[src/design/sas_defines.svh]
/*
 * Register offsets, field positions, reset values and timing counts of the
 * converter sequencer. Assumes inclusion by bare name from design files.
 */
`ifndef SAS_DEFINES_SVH
`define SAS_DEFINES_SVH

// Printed offsets are not all multiples of four: they are register indices.
`define SAS_IDX_RESULT_HIGH 24'h3f0074
`define SAS_IDX_RESULT_LOW 24'h3f0075
`define SAS_IDX_CONTROL 24'h3f0076
`define SAS_IDX_IRQ_STATUS 24'h3f0077
`define SAS_IDX_IRQ_MASK 24'h3f0078
`define SAS_IDX_WIDTH 24

`define SAS_CTL_START 0
`define SAS_CTL_SPEED_LO 1
`define SAS_CTL_SPEED_HI 2
`define SAS_CTL_DONE 3
`define SAS_CTL_SEL_LO 4
`define SAS_CTL_SEL_HI 6
`define SAS_CTL_RESET 8'h00

`define SAS_SAR_MIDSCALE 10'h200
`define SAS_SETUP_STEPS 3'h2
`define SAS_BIT_STEPS 3'h4
`define SAS_RESULT_BITS 4'ha

`define SAS_DIV16 5'h10
`define SAS_DIV8 5'h08
`define SAS_DIV4 5'h04
`define SAS_DIV1 5'h01

`endif

[src/design/sas_pkg.sv]
/*
 * Types shared by the converter sequencer files.
 * Assumes the defines header is compiled alongside.
 */
package sas_pkg;

   typedef enum logic [1:0] {
      SAS_IDLE,
      SAS_SETUP,
      SAS_RESOLVE
   } sas_state_e;

   // Analog front-end request bundle.
   typedef struct packed {
      logic [2:0] input_sel;
      logic sample;
      logic [9:0] dac_code;
   } sas_analog_s;

   typedef logic [9:0] sas_result_t;

endpackage

[src/design/sas_step_divider.sv]
/*
 * Step-clock divider: one-cycle enable every div_i system clocks.
 * Assumes div_i is stable while running; a restart realigns the count.
 */
`timescale 1ns/10ps
`default_nettype none

module sas_step_divider (
   // Clock and reset
   input wire logic pclk,
   input wire logic presetn,
   // Control
   input wire logic run_i,
   input wire logic [4:0] div_i,
   // Output
   output logic step_o
);

   logic [4:0] cnt_q;

   always_ff @(posedge pclk or negedge presetn) begin
      if (!presetn) begin
         cnt_q <= 5'h00;
         step_o <= 1'b0;
      end else if (!run_i) begin
         cnt_q <= 5'h00;
         step_o <= 1'b0;
      end else if (cnt_q + 5'h01 >= div_i) begin
         cnt_q <= 5'h00;
         step_o <= 1'b1;
      end else begin
         cnt_q <= cnt_q + 5'h01;
         step_o <= 1'b0;
      end
   end

endmodule

`default_nettype wire

[src/design/sas_sequencer.sv]
/*
 * Successive-approximation converter sequencer with an APB register slave,
 * sticky interrupt status and mask. Assumes an external comparator whose
 * output is asynchronous and is synchronised here before use.
 */
`timescale 1ns/10ps
`default_nettype none

`include "sas_defines.svh"

module sas_sequencer (
   // Clock and reset
   input wire logic pclk,
   input wire logic presetn,
   // APB slave
   input wire logic psel,
   input wire logic penable,
   input wire logic pwrite,
   input wire logic [31:0] paddr,
   input wire logic [31:0] pwdata,
   output logic [31:0] prdata,
   output logic pready,
   output logic pslverr,
   // Analog front end
   input wire logic cmp_above,
   output sas_pkg::sas_analog_s analog_o,
   // Interrupt
   output logic irq
);

   logic [`SAS_IDX_WIDTH-1:0] idx;
   logic apb_setup;
   logic apb_commit;
   logic wr_ctl;
   logic wr_sts;
   logic wr_msk;
   logic mapped;
   logic [2:0] sel_q;
   logic [1:0] speed_q;
   logic start_q;
   logic done_q;
   logic [1:0] irq_sts_q;
   logic [1:0] irq_msk_q;
   sas_pkg::sas_result_t result_q;
   sas_pkg::sas_result_t sar_q;
   sas_pkg::sas_state_e state_q;
   logic [2:0] step_cnt_q;
   logic [3:0] bit_cnt_q;
   logic [4:0] div;
   logic step;
   logic cmp_meta_q;
   logic cmp_sync_q;
   logic start_evt;
   logic done_evt;
   logic [31:0] rdata;

   assign idx = paddr[`SAS_IDX_WIDTH+1:2];
   // Read data is fetched in the setup cycle, so no access needs a wait state.
   assign apb_setup = psel && !penable;
   // Writes commit only at the access edge, where the master sees pready high.
   assign apb_commit = psel && penable && pready;
   assign mapped = (idx == `SAS_IDX_RESULT_HIGH) || (idx == `SAS_IDX_RESULT_LOW) ||
                   (idx == `SAS_IDX_CONTROL) || (idx == `SAS_IDX_IRQ_STATUS) ||
                   (idx == `SAS_IDX_IRQ_MASK);
   assign wr_ctl = apb_commit && pwrite && (idx == `SAS_IDX_CONTROL);
   assign wr_sts = apb_commit && pwrite && (idx == `SAS_IDX_IRQ_STATUS);
   assign wr_msk = apb_commit && pwrite && (idx == `SAS_IDX_IRQ_MASK);

   // A start request while busy is ignored; the running conversion keeps going.
   assign start_evt = wr_ctl && pwdata[`SAS_CTL_START] && (state_q == sas_pkg::SAS_IDLE);
   assign done_evt = (state_q == sas_pkg::SAS_RESOLVE) && step &&
                     (step_cnt_q == `SAS_BIT_STEPS - 3'h1) && (bit_cnt_q == 4'h0);

   always_comb begin
      case (speed_q)
         2'b00: div = `SAS_DIV16;
         2'b01: div = `SAS_DIV8;
         2'b10: div = `SAS_DIV4;
         default: div = `SAS_DIV1;
      endcase
   end

   sas_step_divider u_div (
      .pclk(pclk),
      .presetn(presetn),
      .run_i(state_q != sas_pkg::SAS_IDLE),
      .div_i(div),
      .step_o(step)
   );

   // Comparator is asynchronous to pclk.
   always_ff @(posedge pclk or negedge presetn) begin
      if (!presetn) begin
         cmp_meta_q <= 1'b0;
         cmp_sync_q <= 1'b0;
      end else begin
         cmp_meta_q <= cmp_above;
         cmp_sync_q <= cmp_meta_q;
      end
   end

   // Channel and speed; held while converting so one channel feeds each result.
   always_ff @(posedge pclk or negedge presetn) begin
      if (!presetn) begin
         sel_q <= 3'h0;
         speed_q <= 2'h0;
      end else if (wr_ctl && state_q == sas_pkg::SAS_IDLE) begin
         sel_q <= pwdata[`SAS_CTL_SEL_HI:`SAS_CTL_SEL_LO];
         speed_q <= pwdata[`SAS_CTL_SPEED_HI:`SAS_CTL_SPEED_LO];
      end
   end

   // Start bit and done flag belong to the sequencer only.
   always_ff @(posedge pclk or negedge presetn) begin
      if (!presetn) begin
         start_q <= 1'b0;
         done_q <= 1'b0;
      end else if (start_evt) begin
         start_q <= 1'b1;
         done_q <= 1'b0;
      end else if (done_evt) begin
         start_q <= 1'b0;
         done_q <= 1'b1;
      end
   end

   always_ff @(posedge pclk or negedge presetn) begin
      if (!presetn) begin
         state_q <= sas_pkg::SAS_IDLE;
         step_cnt_q <= 3'h0;
         bit_cnt_q <= 4'h0;
         sar_q <= 10'h000;
      end else begin
         case (state_q)
            sas_pkg::SAS_IDLE: begin
               if (start_evt) begin
                  state_q <= sas_pkg::SAS_SETUP;
                  step_cnt_q <= 3'h0;
                  bit_cnt_q <= `SAS_RESULT_BITS - 4'h1;
                  sar_q <= `SAS_SAR_MIDSCALE;
               end
            end
            sas_pkg::SAS_SETUP: begin
               if (step) begin
                  if (step_cnt_q == `SAS_SETUP_STEPS - 3'h1) begin
                     state_q <= sas_pkg::SAS_RESOLVE;
                     step_cnt_q <= 3'h0;
                  end else begin
                     step_cnt_q <= step_cnt_q + 3'h1;
                  end
               end
            end
            sas_pkg::SAS_RESOLVE: begin
               if (step) begin
                  if (step_cnt_q == `SAS_BIT_STEPS - 3'h1) begin
                     step_cnt_q <= 3'h0;
                     // Keep the trial bit if input is above the DAC, try next bit.
                     sar_q[bit_cnt_q] <= cmp_sync_q;
                     if (bit_cnt_q != 4'h0) begin
                        sar_q[bit_cnt_q - 4'h1] <= 1'b1;
                        bit_cnt_q <= bit_cnt_q - 4'h1;
                     end else begin
                        state_q <= sas_pkg::SAS_IDLE;
                     end
                  end else begin
                     step_cnt_q <= step_cnt_q + 3'h1;
                  end
               end
            end
            default: state_q <= sas_pkg::SAS_IDLE;
         endcase
      end
   end

   // No buffering: every finished conversion replaces the held result.
   always_ff @(posedge pclk or negedge presetn) begin
      if (!presetn) begin
         result_q <= 10'h000;
      end else if (done_evt) begin
         result_q <= {sar_q[9:1], cmp_sync_q};
      end
   end

   always_ff @(posedge pclk or negedge presetn) begin
      if (!presetn) begin
         analog_o <= '0;
      end else begin
         analog_o.input_sel <= sel_q;
         analog_o.sample <= (state_q == sas_pkg::SAS_SETUP);
         analog_o.dac_code <= sar_q;
      end
   end

   // Bit 0 marks conversion done, bit 1 a start that was ignored while busy.
   always_ff @(posedge pclk or negedge presetn) begin
      if (!presetn) begin
         irq_sts_q <= 2'h0;
         irq_msk_q <= 2'h0;
      end else begin
         irq_sts_q <= (irq_sts_q & ~(wr_sts ? pwdata[1:0] : 2'h0)) |
                      {wr_ctl && pwdata[`SAS_CTL_START] && !start_evt, done_evt};
         if (wr_msk) begin
            irq_msk_q <= pwdata[1:0];
         end
      end
   end

   always_ff @(posedge pclk or negedge presetn) begin
      if (!presetn) begin
         irq <= 1'b0;
      end else begin
         irq <= |(irq_sts_q & irq_msk_q);
      end
   end

   always_comb begin
      rdata = 32'h0000_0000;
      case (idx)
         `SAS_IDX_RESULT_HIGH: rdata[7:0] = result_q[9:2];
         `SAS_IDX_RESULT_LOW: rdata[7:6] = result_q[1:0];
         `SAS_IDX_CONTROL: rdata[6:0] = {sel_q, done_q, speed_q, start_q};
         `SAS_IDX_IRQ_STATUS: rdata[1:0] = irq_sts_q;
         `SAS_IDX_IRQ_MASK: rdata[1:0] = irq_msk_q;
         default: rdata = 32'h0000_0000;
      endcase
   end

   always_ff @(posedge pclk or negedge presetn) begin
      if (!presetn) begin
         prdata <= 32'h0000_0000;
         pready <= 1'b0;
         pslverr <= 1'b0;
      end else begin
         pready <= apb_setup;
         pslverr <= apb_setup && !mapped;
         prdata <= (apb_setup && !pwrite) ? rdata : 32'h0000_0000;
      end
   end

endmodule

`default_nettype wire

[config.mk]
export PLATFORM = sky130hd
export DESIGN_NAME = sas_sequencer
export DESIGN_NICKNAME = d
export VERILOG_FILES = /design/src/design/sas_pkg.sv /design/src/design/sas_step_divider.sv /design/src/design/sas_sequencer.sv
export VERILOG_INCLUDE_DIRS = /design/src /design/src/design
export SDC_FILE = /design/constraint.sdc
export NUM_CORES = 1
export LEC_CHECK = 0
export BUFFER_PORTS_ARGS = -buffer_cell sky130_fd_sc_hd__buf_2
export CAP_MARGIN = 0
export CORE_ASPECT_RATIO = 0.6
export CORE_MARGIN = 4
export CORE_UTILIZATION = 50
export DETAILED_ROUTE_END_ITERATION = 10
export PLACE_DENSITY = 0.86
export SETUP_SLACK_MARGIN = 0.02
export SLEW_MARGIN = 30
export SYNTH_ARGS = -nofsm -noshare
export SYNTH_HDL_FRONTEND = slang
export SYNTH_SLANG_ARGS = --single-unit
[constraint.sdc]
create_clock -name pclk -period 2.3 [get_ports pclk]
set_input_delay 0.345 -clock pclk [delete_from_list [all_inputs] [get_ports pclk]]
set_output_delay 0.345 -clock pclk [all_outputs]
set_load 0.03 [all_outputs]
# [Word-level counts from Yosys, hierarchy flattened]
# Index checks and enable logic that the tools add are counted.
[op_classes] mux=43 n_eq_ne=18 addsub=3 n_reduce_logical=39 order_cmp=5 n_bitwise=5
[op_table] cell="24-bit by 22-bit == test with 1-bit output, second input constant" n=5
[op_table] cell="10-bit two-way mux" n=4
[op_table] cell="10-bit case mux with 2 select lines" n=1
[op_table] cell="1-bit logical AND" n=18
[op_table] cell="4-bit two-way mux" n=4
[op_table] cell="4-bit case mux with 2 select lines" n=2
[op_table] cell="3-bit two-way mux" n=5
[op_table] cell="5-bit case mux with 3 select lines" n=1
[op_table] cell="2-bit two-way mux" n=7
[op_table] cell="10-bit bitwise mux" n=1
[op_table] cell="4-bit by 5-bit < comparator with 1-bit output, second input constant" n=2
[op_table] cell="5-bit two-way mux" n=2
[op_table] cell="10-bit OR" n=1
[op_table] cell="3-bit case mux with 3 select lines" n=1
[op_table] cell="1-bit demux with 4-bit select" n=2
[op_table] cell="4-bit by 1-bit >= comparator with 1-bit output, second input constant" n=2
[op_table] cell="1-bit two-way mux" n=8
[op_table] cell="8-bit two-way mux" n=1
[op_table] cell="2-bit by 1-bit != test with 1-bit output, second input constant" n=4
[op_table] cell="2-bit case mux with 4 select lines" n=1
[op_table] cell="4-bit AND reduction" n=2
[op_table] cell="2-bit != test, second input constant" n=3
[op_table] cell="2-bit case mux with 3 select lines" n=1
[op_table] cell="6-bit AND reduction" n=1
[op_table] cell="22 further kinds" n=34
[totals] reg_bits=73 elab_cells=135 out_inout_bits=49 input_bits=70

# [Depth between registers and ports, before layout]
[logic_depth] ltp_word=10 ltp_mapped=8 ltp_nobuf=7

# [Cells and area by module]
# Synthesis repeated with hierarchy kept, for this count alone.
[hier_totals] cells_unflattened=361 area_unflattened_um2=3892.5
[by_module_without_submodules] module="sas_sequencer" cells_each=325 n_inst=1 area_each_um2=3509.6 seq_area_each_um2=1676.6
[by_module_without_submodules] module="sas_step_divider" cells_each=36 n_inst=1 area_each_um2=382.9 seq_area_each_um2=150.1

# [Least setup slack after synthesis]
# OpenSTA, ideal clock, no wires.
[synth_path] path_kind="register -> register" start="register speed_q[0]" end="register u_div.cnt_q[2]" stages_incl_launch_ff=8 arrival_time_ns=2.019 setup_time_ns=0.073 path_slack_ns=0.209 synth_period_minus_slack_ns=2.091 n_path_buf=0 required_time_ns=2.227 cell_sequence="dfrtp_1 > and2_1 > ha_1 > or3b_2 > a21o_1 > a21o_1 > a211o_1 > nor2b_1"
[synth_via] elab_chain_len=5 elab_cells_between_ends=7 cone_classes="1 x order compare; 2 x eq/ne; 3 x mux; 1 x reduce/logical"
[synth_lines] element="from (decl)" line_no="sas_sequencer.sv:39" source="logic [1:0] speed_q;"
[synth_lines] element="from (signal assigned)" line_no="sas_sequencer.sv:109" source="speed_q <= pwdata[`SAS_CTL_SPEED_HI:`SAS_CTL_SPEED_LO];"
[synth_lines] element="2-bit == test (tied with other cells)" line_no="sas_sequencer.sv:75" source="case (speed_q)"
[synth_lines] element="5-bit case mux with 3 select lines (*)" line_no="sas_sequencer.sv:75"
[synth_lines] element="5-bit >= comparator (*)" line_no="sas_step_divider.sv:28" source="end else if (cnt_q + 5'h01 >= div_i) begin"
[synth_lines] element="5-bit two-way mux (*)" line_no="sas_step_divider.sv:28"
[synth_lines] element="5-bit two-way mux (*)" line_no="sas_step_divider.sv:25" source="end else if (!run_i) begin"
[synth_lines] element="to (signal assigned)" line_no="sas_step_divider.sv:32" source="cnt_q <= cnt_q + 5'h01;"
[synth_lines] element="to (decl)" line_no="sas_step_divider.sv:19" source="logic [4:0] cnt_q;"
# Mark *: on every way between the ends. The rest lies on a longest branch, timed or not.
# A chain may end at the register's enable or synchronous reset.

# [Worst setup path after layout]
[layout_path] start="register speed_q[1]" end="register u_div.cnt_q[2]"
# Same word-level chain as after synthesis.

==> impl_metrics.py <==
metrics = {
    "run_status": {
        "status": "complete, no violations",
    },
    "logic_synthesis": {
        "synth_top_family_by_area": "simple AND/OR/NAND/NOR gates",
        "synth-seq-cells": 73,
        "synthAdderAreaFrac_pct": 5.77,
        "synthDominantCellAreaShare_pct": 46.8,
        "yosys.area_share.simple_pct": 18.1,
        "synth.distinct_cells": 61,
        "synth.most_common_cell": "dfrtp_1",
        "synth_area_per_cell_um2": 10.4,
        "synth_xor_area_share_pct": 0.673,
        "syn-cell-area_um2": 3900,
        "ys_warn_count": 0,
        "synth_top_cell_by_area": "dfrtp_1",
        "synthArstFlopShare_pct": 100,
        "synth-compound-area-share_pct": 12.9,
        "muxShareOfSynthArea_pct": 8.24,
        "synth_flop_cell": "dfrtp_1",
        "ys_top_cells_by_area": "dfrtp_1, ha_1, mux2_2",
        "yosysSeqAreaShare_pct": 46.8,
        "netlist_instances": 377,
        "synth_commonest_cells": "dfrtp_1, nand2_1, nor2_1, buf_4",
        "synth-edff-count": 0,
    },
    "cts": {
        "cts_buffers": 9,
        "clk_pin_slew_ps": 60,
        "clockRootBuffer": "clkbuf_16",
        "clock_path_buffers": 2,
        "clock-sinks": 73,
        "clock_latency_ps": 340,
        "h-tree-depth": 3,
        "hold_buffers": 0,
        "tritoncts": "built",
    },
    "grt": {
        "first_global_vias": 3104,
        "grt_max_degree": 50,
        "grt_pass1_wl_mm": 15.5,
        "grt_usage_pct": 21.1,
        "overflow": 0,
        "antenna_found_initial": 0,
    },
    "layout": {
        "fillers": 586,
        "final_nets": 542,
        "syn_to_final_growth_pct": 19.2,
        "diodes": 0,
        "drive_above_1_share_pct": 27.5,
    },
    "route": {
        "drt-total-wl_mm": 9.51,
        "dr.pass1.iters": 5,
        "via_per_inst": 5.57,
        "met3_wirelength_um": 980,
        "num_vias": 3138,
        "remaining_drc_errors": 0,
        "drt_iter0_drc": 287,
        "drt-met1-wl_mm": 4.07,
        "antenna_left": 0,
        "avgRoutedWirePerCell_um": 16.9,
        "dr_wl_met2_mm": 4.35,
        "top_layer_used": "met4",
    },
    "power": {
        "swShare_pct": 23.4,
        "clockPowerShare_pct": 49.0,
        "p_sw_uw": 664,
        "p_seq_share_pct": 45.5,
        "p_comb_share_pct": 5.5,
        "static-leakage-power_nw": 2.39,
        "p_int_mw": 2.17,
        "ir_worst_vdd_uv": 642,
        "power_density_nw_per_um2": 610,
    },
    "sta": {
        "finalSetupTns_ps": 0,
        "max_freq_ghz": 0.459,
        "hold_viol": 0,
        "layout_setup_ws_ps": 121,
        "period_needed_ps": 2180,
        "finClkSkew_ps": 6.79,
        "max_slew.worst_pin.slew_ps": 573,
        "fin_crit_sh_pct": 94.7,
        "drv_slew": 0,
        "rsz0062_at_grt": "no",
        "maxSlewHeadroom_pct": 61.8,
        "finalSetupViolCount": 0,
    },
    "worst_setup_path": {
        "cp_cell_sequence": "and2_1, ha_1, or3b_2, a21o_1, a21o_1, a211o_1, nor2b_1",
        "cp.buffers_inverters": 0,
        "crit_family": "simple AND/OR/NAND/NOR gates",
        "critPathSlowestCell": "or3b_2",
        "crit_type": "reg -> reg",
        "slowest_delay_ps": 450,
        "arrival_ps": 2440,
        "cp-start-kind": "register",
        "required_ps": 2560,
        "cp_max_fo": 4,
        "cp-end-kind": "register",
        "crit_top_cell": "a21o_1",
    },
    "floorplanning": {
        "rows": 24,
        "start_util_pct": 52.6,
        "die-area_um2": 9330,
        "die_h_um": 76.4,
        "die_w_um": 122,
        "io_pins": 119,
        "core-area_um2": 7420,
    },
    "placed_design": {
        "pre_cts_ws_ps": 106,
        "port_buffers": 60,
        "dp_hpwl_mm": 7.04,
        "routabilityCongestion": 0.976,
    },
    "min_path": {
        "hold_path.class": "in -> async",
    },
    "run": {
        "cap_violations": 0,
    },
}
==> worst register-to-register path: stages, from the launching register on <==
cell and delay, ps:
dfrtp_1 400, and2_1 150, ha_1 250, or3b_2 450, a21o_1 190, a21o_1 180
a211o_1 350, nor2b_1 130
==> power by group through the flow <==
stage	Sequential, mW	Clock [mW]	Combinational (mW)
global route	1.29	1.47	0.170
detailed placement	1.31	0	0.155
finish	1.29	1.39	0.156
CTS	1.29	1.41	0.156
global placement	1.31	0	0.151
floorplan	1.32	0	0.110
==> path summary, 6_finish.rpt <==
path / start / to / slack, ps / cells past startpoint
max reg2reg: speed_q[1]$_DFFE_PN0P_ / u_div.cnt_q[2]$_DFF_PN0_ / 120 / 7
min: presetn / bit_cnt_q[0]$_DFFE_PN0P_ / 3 / 1
max in group asynchronous: presetn / cmp_sync_q$_DFF_PN0_ / 1640 / 2
min in group pclk: cmp_above / cmp_meta_q$_DFF_PN0_ / 110 / 1
min reg2reg: cmp_meta_q$_DFF_PN0_ / cmp_sync_q$_DFF_PN0_ / 360 / 0
max: speed_q[1]$_DFFE_PN0P_ / u_div.cnt_q[2]$_DFF_PN0_ / 120 / 7
==> cells by family (layout without fill, tap and decap cells) <==
family                     count (synthesis)  count (layout)
AOI/OAI and AO/OA                         76              76
and+or+nand+nor                          124             124
xor gates and xnor gates                   3               3
other                                      1              24
muxes                                     29              29
adders and majority gates                 18              18
buffers and inverters                     53             112
DFF                                       73              73
==> area by class of cell <==
cell class | count | area (um^2) | area share [%]
clock buffers | 10 | 229 | 4.92
multi-input cells | 274 | 1880 | 40.3
well taps | 104 | 130 | 2.80
repair buffers | 80 | 463 | 9.95
clock inverters | 6 | 67.6 | 1.45
inverters | 16 | 60.1 | 1.29
flip-flops and latches | 73 | 1830 | 39.3
==> per-layer routing <==
layer | track usage (%) | vias to the layer above
met5 | 0 | -
li1 | - | 1450
met3 | 6.90 | 13
met1 | 30.0 | 1517
met4 | 5.70 | 0
met2 | 31.0 | 158
==> flip-flops by register name, indices dropped and copies added (netlist names) <==
register,cells
analog_o,14
result_q,10
sar_q,10
prdata,8
u_div.cnt_q,5
bit_cnt_q,4
sel_q,3
step_cnt_q,3
irq_msk_q,2
irq_sts_q,2
speed_q,2
state_q,2
cmp_meta_q,1
cmp_sync_q,1
done_q,1
irq,1
pready,1
pslverr,1
start_q,1
u_div.step_o,1
==> cell usage in the layout (no fill, tap or decap), types with 15 or more instances in the layout <==
master   count
a21oi_1     15
buf_2       60
buf_4       19
conb_1      24
dfrtp_1     73
ha_1        18
inv_1       16
mux2_2      17
nand2_1     31
nor2_1      28
o21ai_0     18
==> per-stage QoR <==
stage	power [mW]	util [%]	instances	cell area [um^2]	hold WS, ps
after floorplan	1.43	-	400	3990	49.4
after global routing	2.93	62.7	563	4650	48.5
after detailed placement	1.47	58.6	546	4340	352
final	2.84	62.7	563	4650	2.71
after CTS	2.85	62.6	562	4640	15.9
after global placement	1.47	58.6	546	4340	335
==> what timing repair did <==
item / in CTS / in global routing
endpoints found under the setup margin: 0 / 3
buffers inserted: 0 / 1
gates resized for setup: 0 / 1
Note: power is estimated with default switching activity, not from simulation.
